[config.mk]
export PLATFORM = sky130hd
export DESIGN_NAME = tcc_timer
export DESIGN_NICKNAME = d
export VERILOG_FILES = /design/src/include/tcc_pkg.sv /design/src/verilog/tcc_timer.sv
export VERILOG_INCLUDE_DIRS = /design/src /design/src/include
export SDC_FILE = /design/constraint.sdc
export NUM_CORES = 1
export LEC_CHECK = 0
export ABC_AREA = 1
export BUFFER_PORTS_ARGS = -buffer_cell sky130_fd_sc_hd__buf_4
export CAP_MARGIN = 0
export CORE_AREA = 2 2 103 105
export CTS_BUF_LIST = sky130_fd_sc_hd__clkbuf_8
export CTS_CLUSTER_SIZE = 24
export DETAILED_ROUTE_END_ITERATION = 7
export DIE_AREA = 0 0 105 107
export PLACE_DENSITY = 0.7
export SLEW_MARGIN = 20
export SYNTH_ARGS = -nofsm -noshare
export SYNTH_HDL_FRONTEND = slang
export SYNTH_SLANG_ARGS = --single-unit
[constraint.sdc]
create_clock -name hclk -period 2.5 [get_ports hclk]
set_clock_uncertainty 0.15 [all_clocks]
set_input_delay 0.375 -clock hclk [delete_from_list [all_inputs] [get_ports hclk]]
set_output_delay 0.375 -clock hclk [all_outputs]
set_load 0.01 [all_outputs]
[src/include/tcc_consts.svh]
// constants of the timer counter core: register indices, field bits, resets
// assumes a 32-bit ahb-lite bus, one register per aligned word
`ifndef TCC_CONSTS_SVH
`define TCC_CONSTS_SVH
`define TCC_IDX_CTRL    8'h0e
`define TCC_IDX_CNT_HI  8'h0f
`define TCC_IDX_CNT_LO  8'h10
`define TCC_IDX_PER_HI  8'h11
`define TCC_IDX_PER_LO  8'h12
`define TCC_BIT_FLAG    7
`define TCC_BIT_IRQEN   6
`define TCC_BIT_HALT    5
`define TCC_BIT_CLEAR   4
`define TCC_DIV_EXT     3'h7
`define TCC_RST_DIV     3'h0
`define TCC_RST_PERIOD  16'hffff
`define TCC_RST_COUNT   16'h0000
`define TCC_PRESC_W     6
`endif

[src/include/tcc_pkg.sv]
// types of the timer counter core
// assumes tcc_consts.svh supplies the numeric constants
package tcc_pkg;
    // latched ahb address phase
    typedef struct packed {
        logic       valid;
        logic       write;
        logic [7:0] index;
    } tcc_addr_phase_type;
    // state of the flag clearing handshake
    typedef enum logic [1:0] {
        TCC_IDLE  = 2'b01,
        TCC_ARMED = 2'b10
    } tcc_clr_state_type;
endpackage : tcc_pkg

[src/verilog/tcc_timer.sv]
// timer counter core: prescaler, 16-bit counter, period wrap, overflow flag
// assumes an ahb-lite master on hclk and a pin sampled synchronously to hclk
`timescale 1ns/1ns
`include "tcc_consts.svh"
module tcc_timer #(
    parameter int PRESC_W = `TCC_PRESC_W
) (
    input  wire logic        hclk,
    input  wire logic        hresetn,
    input  wire logic        hsel,
    input  wire logic [31:0] haddr,
    input  wire logic [1:0]  htrans,
    input  wire logic        hwrite,
    input  wire logic [2:0]  hsize,
    input  wire logic [31:0] hwdata,
    input  wire logic        hready,
    output logic             hreadyout,
    output logic [31:0]      hrdata,
    output logic             hresp,
    input  wire logic        ext_count_clock_pin,
    input  wire logic        wait_mode,
    output logic             overflow_irq,
    output logic             wake_request,
    output logic             capture_inhibit
);
    tcc_pkg::tcc_addr_phase_type ap;
    tcc_pkg::tcc_clr_state_type  clr_state;
    logic [15:0]        count;
    logic [15:0]        period;
    logic [7:0]         held_low;
    logic               held;
    logic               overflow_flag;
    logic               overflow_irq_enable;
    logic               counter_halt;
    logic [2:0]         clock_divider_select;
    logic               period_inhibit;
    logic [PRESC_W-1:0] presc;
    logic [PRESC_W:0]   tap;
    logic               ext_s1;
    logic               ext_s2;
    logic               ext_s3;
    logic               tick;
    logic               wrap;
    logic               wrap_d;
    logic               addr_take;
    logic [7:0]         addr_index;
    logic               addr_hit;
    logic               rd_ctrl;
    logic               rd_hi;
    logic               rd_lo;
    logic               wr_ctrl;
    logic               wr_per_hi;
    logic               wr_per_lo;
    logic               do_clear;
    logic               clr_zero_wr;
    logic [7:0]         next_rdata;
    logic [7:0]         ctrl_value;

    // every access finishes in its first data phase cycle, always okay
    assign hreadyout = 1'b1;
    assign hresp     = 1'b0;

    // address decode; registers are closed while the cpu waits
    assign addr_index = haddr[9:2];
    assign addr_hit   = (haddr[31:10] == 22'h00_0000) && (haddr[1:0] == 2'b00);
    assign addr_take  = hsel && hready && htrans[1] && !wait_mode;

    // latch the address phase for the data phase
    always_ff @(posedge hclk or negedge hresetn) begin
        if (!hresetn) begin
            ap <= '0;
        end else if (hready) begin
            ap.valid <= addr_take && addr_hit;
            ap.write <= hwrite;
            ap.index <= addr_index;
        end
    end

    // read strobes act in the address phase, writes in the data phase
    assign rd_ctrl   = addr_take && addr_hit && !hwrite && addr_index == `TCC_IDX_CTRL;
    assign rd_hi     = addr_take && addr_hit && !hwrite && addr_index == `TCC_IDX_CNT_HI;
    assign rd_lo     = addr_take && addr_hit && !hwrite && addr_index == `TCC_IDX_CNT_LO;
    assign wr_ctrl   = ap.valid && ap.write && ap.index == `TCC_IDX_CTRL;
    assign wr_per_hi = ap.valid && ap.write && ap.index == `TCC_IDX_PER_HI;
    assign wr_per_lo = ap.valid && ap.write && ap.index == `TCC_IDX_PER_LO;
    assign do_clear  = wr_ctrl && hwdata[`TCC_BIT_CLEAR];

    // status byte view; clear bit and bit 3 always read zero
    assign ctrl_value = {overflow_flag, overflow_irq_enable, counter_halt,
                         1'b0, 1'b0, clock_divider_select};

    // read mux, sampled into hrdata so data comes from a flip-flop
    always_comb begin
        next_rdata = 8'h00;
        unique case (addr_index)
            `TCC_IDX_CTRL:   next_rdata = ctrl_value;
            `TCC_IDX_CNT_HI: next_rdata = count[15:8];
            `TCC_IDX_CNT_LO: next_rdata = held ? held_low : count[7:0];
            `TCC_IDX_PER_HI: next_rdata = period[15:8];
            `TCC_IDX_PER_LO: next_rdata = period[7:0];
            default:         next_rdata = 8'h00;
        endcase
    end

    // read data register; unmapped or closed reads return zero
    // a read refused in wait state still loads zero, so no stale byte leaks out
    always_ff @(posedge hclk or negedge hresetn) begin
        if (!hresetn) begin
            hrdata <= 32'h0000_0000;
        end else if (hsel && hready && htrans[1] && !hwrite) begin
            hrdata <= (addr_take && addr_hit) ? {24'h00_0000, next_rdata} : 32'h0000_0000;
        end
    end

    // control fields written by software
    always_ff @(posedge hclk or negedge hresetn) begin
        if (!hresetn) begin
            overflow_irq_enable  <= 1'b0;
            counter_halt         <= 1'b1;
            clock_divider_select <= `TCC_RST_DIV;
        end else if (wr_ctrl) begin
            overflow_irq_enable  <= hwdata[`TCC_BIT_IRQEN];
            counter_halt         <= hwdata[`TCC_BIT_HALT];
            clock_divider_select <= hwdata[2:0];
        end
    end

    // period register; high write blocks flag setting until low write
    always_ff @(posedge hclk or negedge hresetn) begin
        if (!hresetn) begin
            period         <= `TCC_RST_PERIOD;
            period_inhibit <= 1'b0;
        end else begin
            if (wr_per_hi) begin
                period[15:8]   <= hwdata[7:0];
                period_inhibit <= 1'b1;
            end
            if (wr_per_lo) begin
                period[7:0]    <= hwdata[7:0];
                period_inhibit <= 1'b0;
            end
        end
    end

    // free-running prescaler, reset by the clear bit
    always_ff @(posedge hclk or negedge hresetn) begin
        if (!hresetn) begin
            presc <= '0;
        end else if (do_clear) begin
            presc <= '0;
        end else begin
            presc <= presc + 1'b1;
        end
    end

    // tap n is high once every 2**n bus clocks
    assign tap[0] = 1'b1;
    genvar gi;
    generate
        for (gi = 1; gi <= PRESC_W; gi++) begin : g_tap
            assign tap[gi] = &presc[gi-1:0];
        end
    endgenerate

    // external pin synchroniser; only stage two and three feed the edge detect
    always_ff @(posedge hclk or negedge hresetn) begin
        if (!hresetn) begin
            ext_s1 <= 1'b0;
            ext_s2 <= 1'b0;
            ext_s3 <= 1'b0;
        end else begin
            ext_s1 <= ext_count_clock_pin;
            ext_s2 <= ext_s1;
            ext_s3 <= ext_s2;
        end
    end

    // count enable: code 7 uses pin edges, others a prescaler tap
    always_comb begin
        if (clock_divider_select == `TCC_DIV_EXT) begin
            tick = ext_s2 && !ext_s3;
        end else begin
            tick = tap[clock_divider_select];
        end
    end

    assign wrap = tick && !counter_halt && count == period;

    // counter; clear wins over counting, halt freezes it
    always_ff @(posedge hclk or negedge hresetn) begin
        if (!hresetn) begin
            count <= `TCC_RST_COUNT;
        end else if (do_clear) begin
            count <= `TCC_RST_COUNT;
        end else if (tick && !counter_halt) begin
            count <= wrap ? `TCC_RST_COUNT : count + 16'h0001;
        end
    end

    // flag sets the cycle after the counter lands on zero
    always_ff @(posedge hclk or negedge hresetn) begin
        if (!hresetn) begin
            wrap_d <= 1'b0;
        end else begin
            wrap_d <= wrap && !do_clear && !period_inhibit;
        end
    end

    // a zero write to the flag bit, armed or not
    assign clr_zero_wr = wr_ctrl && !hwdata[`TCC_BIT_FLAG];

    // flag clear handshake: a new overflow disarms so the event is kept
    always_ff @(posedge hclk or negedge hresetn) begin
        if (!hresetn) begin
            clr_state <= tcc_pkg::TCC_IDLE;
        end else if (wrap_d) begin
            clr_state <= tcc_pkg::TCC_IDLE;
        end else if (rd_ctrl && overflow_flag) begin
            clr_state <= tcc_pkg::TCC_ARMED;
        end else if (clr_zero_wr) begin
            clr_state <= tcc_pkg::TCC_IDLE;
        end
    end

    // overflow flag; set wins over clear and writing one does nothing
    always_ff @(posedge hclk or negedge hresetn) begin
        if (!hresetn) begin
            overflow_flag <= 1'b0;
        end else if (wrap_d) begin
            overflow_flag <= 1'b1;
        end else if (clr_zero_wr && clr_state == tcc_pkg::TCC_ARMED) begin
            overflow_flag <= 1'b0;
        end
    end

    // low byte latch for coherent 16-bit reads
    always_ff @(posedge hclk or negedge hresetn) begin
        if (!hresetn) begin
            held     <= 1'b0;
            held_low <= 8'h00;
        end else if (rd_lo) begin
            held <= 1'b0;
        end else if (rd_hi && !held) begin
            held     <= 1'b1;
            held_low <= count[7:0];
        end else if (do_clear) begin
            held_low <= 8'h00;
        end
    end

    // request outputs; a held latch in a debug break is software's concern
    assign overflow_irq    = overflow_flag && overflow_irq_enable;
    assign wake_request    = overflow_irq && wait_mode;
    assign capture_inhibit = counter_halt;
endmodule : tcc_timer

# [Yosys cells after proc, flatten, opt, wreduce, memory -nomap -nowiden]
# Cells that the tools add are included.
# W data, S select, Z words.
[word_totals] word_cells=104 ff_bits=102 input_bits=76 output_inout_bits=37
[classes] n_eq_ne=11 bitwise_logic=1 muxes=21 n_lt_le_gt_ge=1 n_addsub=2 n_reduce_logical=48
[ops] op="$mux W16" n=3
[ops] op="$eq A8 B5 Y1 const B" n=5
[ops] op="$pmux W8 S5" n=1
[ops] op="$mux W8" n=4
[ops] op="$logic_and A1 B1 Y1" n=26
[ops] op="$eq A8 B4 Y1 const B" n=3
[ops] op="$logic_not A22 Y1" n=1
[ops] op="$add A16 B1 Y16 const B" n=1
[ops] op="$eq A16 B16 Y1" n=1
[ops] op="$reduce_bool A2 Y1" n=5
[ops] op="$logic_not A1 Y1" n=8
[ops] op="$mux W1" n=8
[ops] op="$add A6 B1 Y6 const B" n=1
[ops] op="$mux W2" n=3
[ops] op="$mux W6" n=1
[ops] op="$reduce_and A6 Y1" n=1
[ops] op="$reduce_and A5 Y1" n=1
[ops] op="$lt A3 B4 Y1 const B" n=1
[ops] op="$reduce_and A2 Y1" n=2
[ops] op="$reduce_and A4 Y1" n=1
[ops] op="$bmux W1 S3" n=1
[ops] op="$eq A3 B3 Y1 const B" n=1
[ops] op="$reduce_and A3 Y1" n=1
[ops] op="$reduce_bool A3 Y1" n=1
[ops] op="other kinds (3)" n=3

# [Logic depth before layout (Yosys ltp)]
[logic_depth] word_depth=9 mapped_depth=14 depth_no_buf=13

# [Worst setup path after synthesis]
# Ideal clock, no wire load.
[synth_timing] kind="register -> register" startpoint="reg presc[0]" endpoint="reg count[10]" path_stages_with_launch=15 period_less_slack_ps=1963 required_ps=2231 arrival_ps=1695 path_slack_ps=537 cell_sequence="dfrtp_1 -> ha_1 -> nand2_1 -> nor2_1 -> ha_1 -> inv_1 -> a21oi_1 -> o21ai_0 -> nand3_1 -> nand2_1 -> nor2_4 -> inv_2 -> buf_2 -> nand3_1 -> nand2_1"
[synth_via] elab_chain_cells=9 elab_cells_between_ends=14
[synth_lines] element="start, declared" line="tcc_timer.sv:37" source="logic [PRESC_W-1:0] presc;"
[synth_lines] element="start signal, assigned" line="tcc_timer.sv:152" source="presc <= presc + 1'b1;"
[synth_lines] element="$reduce_and A6 Y1, or another cell as far along" line="tcc_timer.sv:161" source="assign tap[gi] = &presc[gi-1:0];"
[synth_lines] element="$bmux W1 S3 *" line="tcc_timer.sv:183" source="tick = tap[clock_divider_select];"
[synth_lines] element="$mux W1 (not written as such) *" line="tcc_timer.sv:183"
[synth_lines] element="$mux W1 *" line="tcc_timer.sv:180" source="if (clock_divider_select == `TCC_DIV_EXT) begin"
[synth_lines] element="$logic_and A1 B1 Y1 *" line="tcc_timer.sv:187, tcc_timer.sv:195"
[synth_lines] element="$logic_and A1 B1 Y1" line="tcc_timer.sv:187" source="assign wrap = tick && !counter_halt && count == period;"
[synth_lines] element="$mux W16" line="tcc_timer.sv:196" source="count <= wrap ? `TCC_RST_COUNT : count + 16'h0001;"
[synth_lines] element="$mux W16" line="tcc_timer.sv:195" source="end else if (tick && !counter_halt) begin"
[synth_lines] element="$mux W16" line="tcc_timer.sv:193" source="end else if (do_clear) begin"
[synth_lines] element="end signal, assigned" line="tcc_timer.sv:192" source="count <= `TCC_RST_COUNT;"
[synth_lines] element="end signal, assigned" line="tcc_timer.sv:194" source="count <= `TCC_RST_COUNT;"
[synth_lines] element="end signal, assigned" line="tcc_timer.sv:196"
[synth_lines] element="end, declared" line="tcc_timer.sv:28" source="logic [15:0] count;"
# Mark *: on every way between the ends. The rest lies on a longest branch, timed or not. The select of a mux whose other input is x is not followed.
# A chain may end at the register's enable or synchronous reset.

# [Final worst setup path]
[layout_timing] startpoint="reg ap[8] (netlist name)" endpoint="reg held_low[6]"
[layout_via] elab_chain_cells=5
[layout_lines] element="start, declared" line="tcc_timer.sv:26" source="tcc_pkg::tcc_addr_phase_type ap;"
[layout_lines] element="$logic_and A1 B1 Y1" line="tcc_timer.sv:83" source="assign wr_ctrl = ap.valid && ap.write && ap.index == `TCC_IDX_CTRL;"
[layout_lines] element="$logic_and A1 B1 Y1 (no line)"
[layout_lines] element="$logic_and A1 B1 Y1" line="tcc_timer.sv:86" source="assign do_clear = wr_ctrl && hwdata[`TCC_BIT_CLEAR];"
[layout_lines] element="$reduce_bool A2 Y1 (no line)"
[layout_lines] element="$reduce_and A2 Y1 (no line)"
[layout_lines] element="end signal, assigned" line="tcc_timer.sv:245" source="held_low <= count[7:0];"
[layout_lines] element="end, declared" line="tcc_timer.sv:30" source="logic [7:0] held_low;"
# Every way passes these cells.

==> impl_metrics.tcl <==
set metrics [dict create \
    io-pin-count 113 \
    grt_setup_unrepaired "no" \
    netlist_instances 632 \
    vdd.ir_drop.worst_mv 0.222 \
    final.period_utilization_pct 82.5 \
    numPortBuffers 58 \
    synthesis.area_per_instance_um2 7.37 \
    cts.root.buffer_cell "clkbuf_8" \
    hold_violations 1 \
    worstHoldPathType "primary input to asynchronous set/reset pin" \
    vias_per_cell 5.06 \
    final_core_utilization_pct 52.7 \
    startpoint_type "flop" \
    whs_ns -0.000221 \
    minimum_clock_period_after_layout_ns 2.06 \
    cts_setup_buffers 0 \
    critical_path.max_fanout 36 \
    number_of_search_and_repair_iterations_in_the_first_detailed_routing_pass 4 \
    floorplan.core_area_um2 10100 \
    max_freq_ghz 0.485 \
    worst_path_largest_cell_delay_ns 0.36 \
    worst-endpoint-arrival_ns 2.16 \
    final-seq-area_um2 1970 \
    overflow 0 \
    cts.htree.levels 3 \
    antenna_violating_nets_post_route 0 \
    grt_antenna_before_repair 0 \
    row_count 37 \
    failed_checks "hold timing" \
    critPathKind "flop to flop" \
    yosys_warnings 0 \
    timing.critical_path.slowest_stage_cell "dfrtp_1" \
    cts_hold_buf 1 \
    grt_max_degree 73 \
    drtIter0Drc 312 \
    wl_per_cell_um 13.6 \
    first_global_vias 4121 \
    outcome "finished, violations left" \
    placed_area_um2 5130 \
    remaining_drc_errors 0 \
    die_h_um 107 \
    numClockSinks 78 \
    fillers 991 \
    synthToLayoutAreaGrowth_pct 14.1 \
    critical_path.cell_chain "nand2_1, nor3_1, nand2_1, inv_1, nand2_1, buf_4, nand2_1, nand2_2, nand2_1, nand2_1" \
    tritoncts_clock_tree "done" \
    total_clock_buffers_created_by_cts 9 \
    yosys_register_bits 78 \
    wl_mm 11.3 \
    ys_seq_area_share_pct 42.4 \
    clkTransAtPathRegs_ns 0.09 \
    final_design_instance_area_without_fill_um2 5320 \
    setup.worst_path.end_class "flop" \
    place.detailed.hpwl_mm 8.30 \
    grt_pass1_wl_mm 19.4 \
    via_count 4193 \
    worstMarginPinSlew_ns 0.904 \
    layout.nets 767 \
    dieArea_um2 11200 \
    die_x_um 105 \
    place_congestion 0.955 \
    floorplan.initialDensity_pct 46.2 \
    netlist-cell-type-count 38 \
    total_leakage_power_nw 2.84 \
    powerDensity_nw_per_um2 440 \
    cts_repair_resize_count 0 \
    report.final.slew_viol_count 0 \
    setup_total_negative_slack_ns 0 \
    syn-cell-area_um2 4660 \
    count_of_max_cap_constraint_violations 0 \
    crit_path_frequent_cell "nand2_1" \
    clock_insertion_delay_worst_skew_ns 0.36 \
    relSlewSlack_pct 39.7 \
    drive_gt1_share_pct 16.5 \
    cts.path.max_buffers 2 \
    track_usage_pct 21.3 \
    multiInputGateArea_um2 2220 \
    final_count_of_negative_setup_slack_endpoints 0 \
    diodes 0 \
    crit_required_ns 2.60 \
]
==> synth_stat cells (all sizes together) <==
master | n | area share, %
clkbuf | 9 | 0.75
a21oi | 5 | 0.54
nand2b | 1 | 0.13
nand4 | 40 | 5.4
dfrtp | 60 | 32
xnor2 | 13 | 2.4
nor3 | 13 | 1.9
o21ai | 40 | 4.3
nand2 | 188 | 15
nor2 | 64 | 5.5
or2 | 2 | 0.27
nand3 | 42 | 4.6
dfstp | 18 | 10
mux2i | 2 | 0.43
o21bai | 1 | 0.16
ha | 4 | 1.1
o22ai | 1 | 0.13
a21o | 1 | 0.16
buf | 40 | 5.8
nand3b | 2 | 0.32
inv | 67 | 5.4
conb | 2 | 0.16
clkinv | 1 | 0.080
xor2 | 15 | 2.8
a21boi | 1 | 0.16
==> where the power goes <==
group	leakage [nW]	internal [mW]	total (mW)	switching (mW)
Clock	0.0930	0.393	0.885	0.492
Combinational	1.77	0.0685	0.172	0.103
Sequential	0.974	1.28	1.28	0.00717
Total	2.84	1.74	2.34	0.603
==> area by class of cell <==
| cell class | count | share of cell area (%) |
|---|---|---|
| multi-input cells | 461 | 41.7 |
| flip-flops and latches | 78 | 37.1 |
| repair buffers | 69 | 9.79 |
| inverters | 68 | 4.80 |
| clock buffers | 10 | 2.59 |
| clock inverters | 6 | 0.824 |
| well taps | 136 | 3.20 |
==> critical path: cells and delay by family, from the launching register on <==
kind                   cells  cell delay (ns)
and+or+nand+nor            8             1.00
buffers and inverters      2             0.42
DFF                        1             0.36
==> layer usage <==
metal | GRT usage, % | part of all wire, % | up-vias
li1 | - | - | 2075
met3 | 3.16 | 6.1 | 27
met2 | 35.2 | 46 | 143
met5 | 0 | 0 | -
met1 | 28.0 | 45 | 1948
met4 | 9.52 | 2.8 | 0
==> flip-flops by register name (all words and copies together) (netlist names), 2 cells and up <==
signal and count:
clock_divider_select 3, ap 10, clr_state 2, count 16
hrdata 8, period 16, held_low 8, presc 6
==> logic make-up (layout without fill, tap and decap cells) <==
family                   after synthesis  in the layout  share of synthesized area [%]
other                                  2             26                          0.161
adder cells (fa/ha/maj)                4              4                           1.07
flip-flops                            78             78                           42.4
XOR/XNOR                              28             28                           5.26
AO/OA/AOI/OAI                         49             49                           5.45
buffers and inverters                117            153                           12.0
AND/OR/NAND/NOR                      352            352                           33.2
multiplexers                           2              2                          0.430
==> worst paths after layout <==
| kind | from | to | slack [ns] | cells after the start |
|---|---|---|---|---|
| setup / recovery | ap[8] | held_low[6] | 0.44 | 10 |
| hold / removal | hresetn | held_low[5] | -0.0002 | 1 |
| setup reg to reg | ap[8] | held_low[6] | 0.44 | 10 |
| hold reg to reg | ext_s1 | ext_s2 | 0.20 | 0 |
| max in group asynchronous | hresetn | period[14] | 1.48 | 2 |
| min in group hclk | haddr[8] | ap[6] | 0.07 | 3 |
==> cells in the final DEF, fill, tap and decap left out, drive strengths merged, types with 2 or more instances in the layout <==
master and instances:
a21oi 5, buf 68, clkbuf 10, clkinv 4
conb 26, dfrtp 60, dfstp 18, ha 4
inv 69, mux2i 2, nand2 188, nand3 42
nand3b 2, nand4 40, nor2 64, nor3 13
o21ai 40, or2 2, xnor2 13, xor2 15
==> through the flow <==
| step | total power, mW | worst slack, ns | instances |
|---|---|---|---|
| 5_1_grt | 2.45 | 0.158 | 828 |
| 4_1_cts | 2.37 | 0.416 | 828 |
| 2_1_floorplan | 1.40 | 0.537 | 656 |
| 3_5_place_dp | 1.48 | 0.443 | 811 |
| 6_report | 2.34 | 0.437 | 828 |
| 3_3_place_gp | 1.47 | 0.480 | 811 |
(Power assumes the default switching activity.)
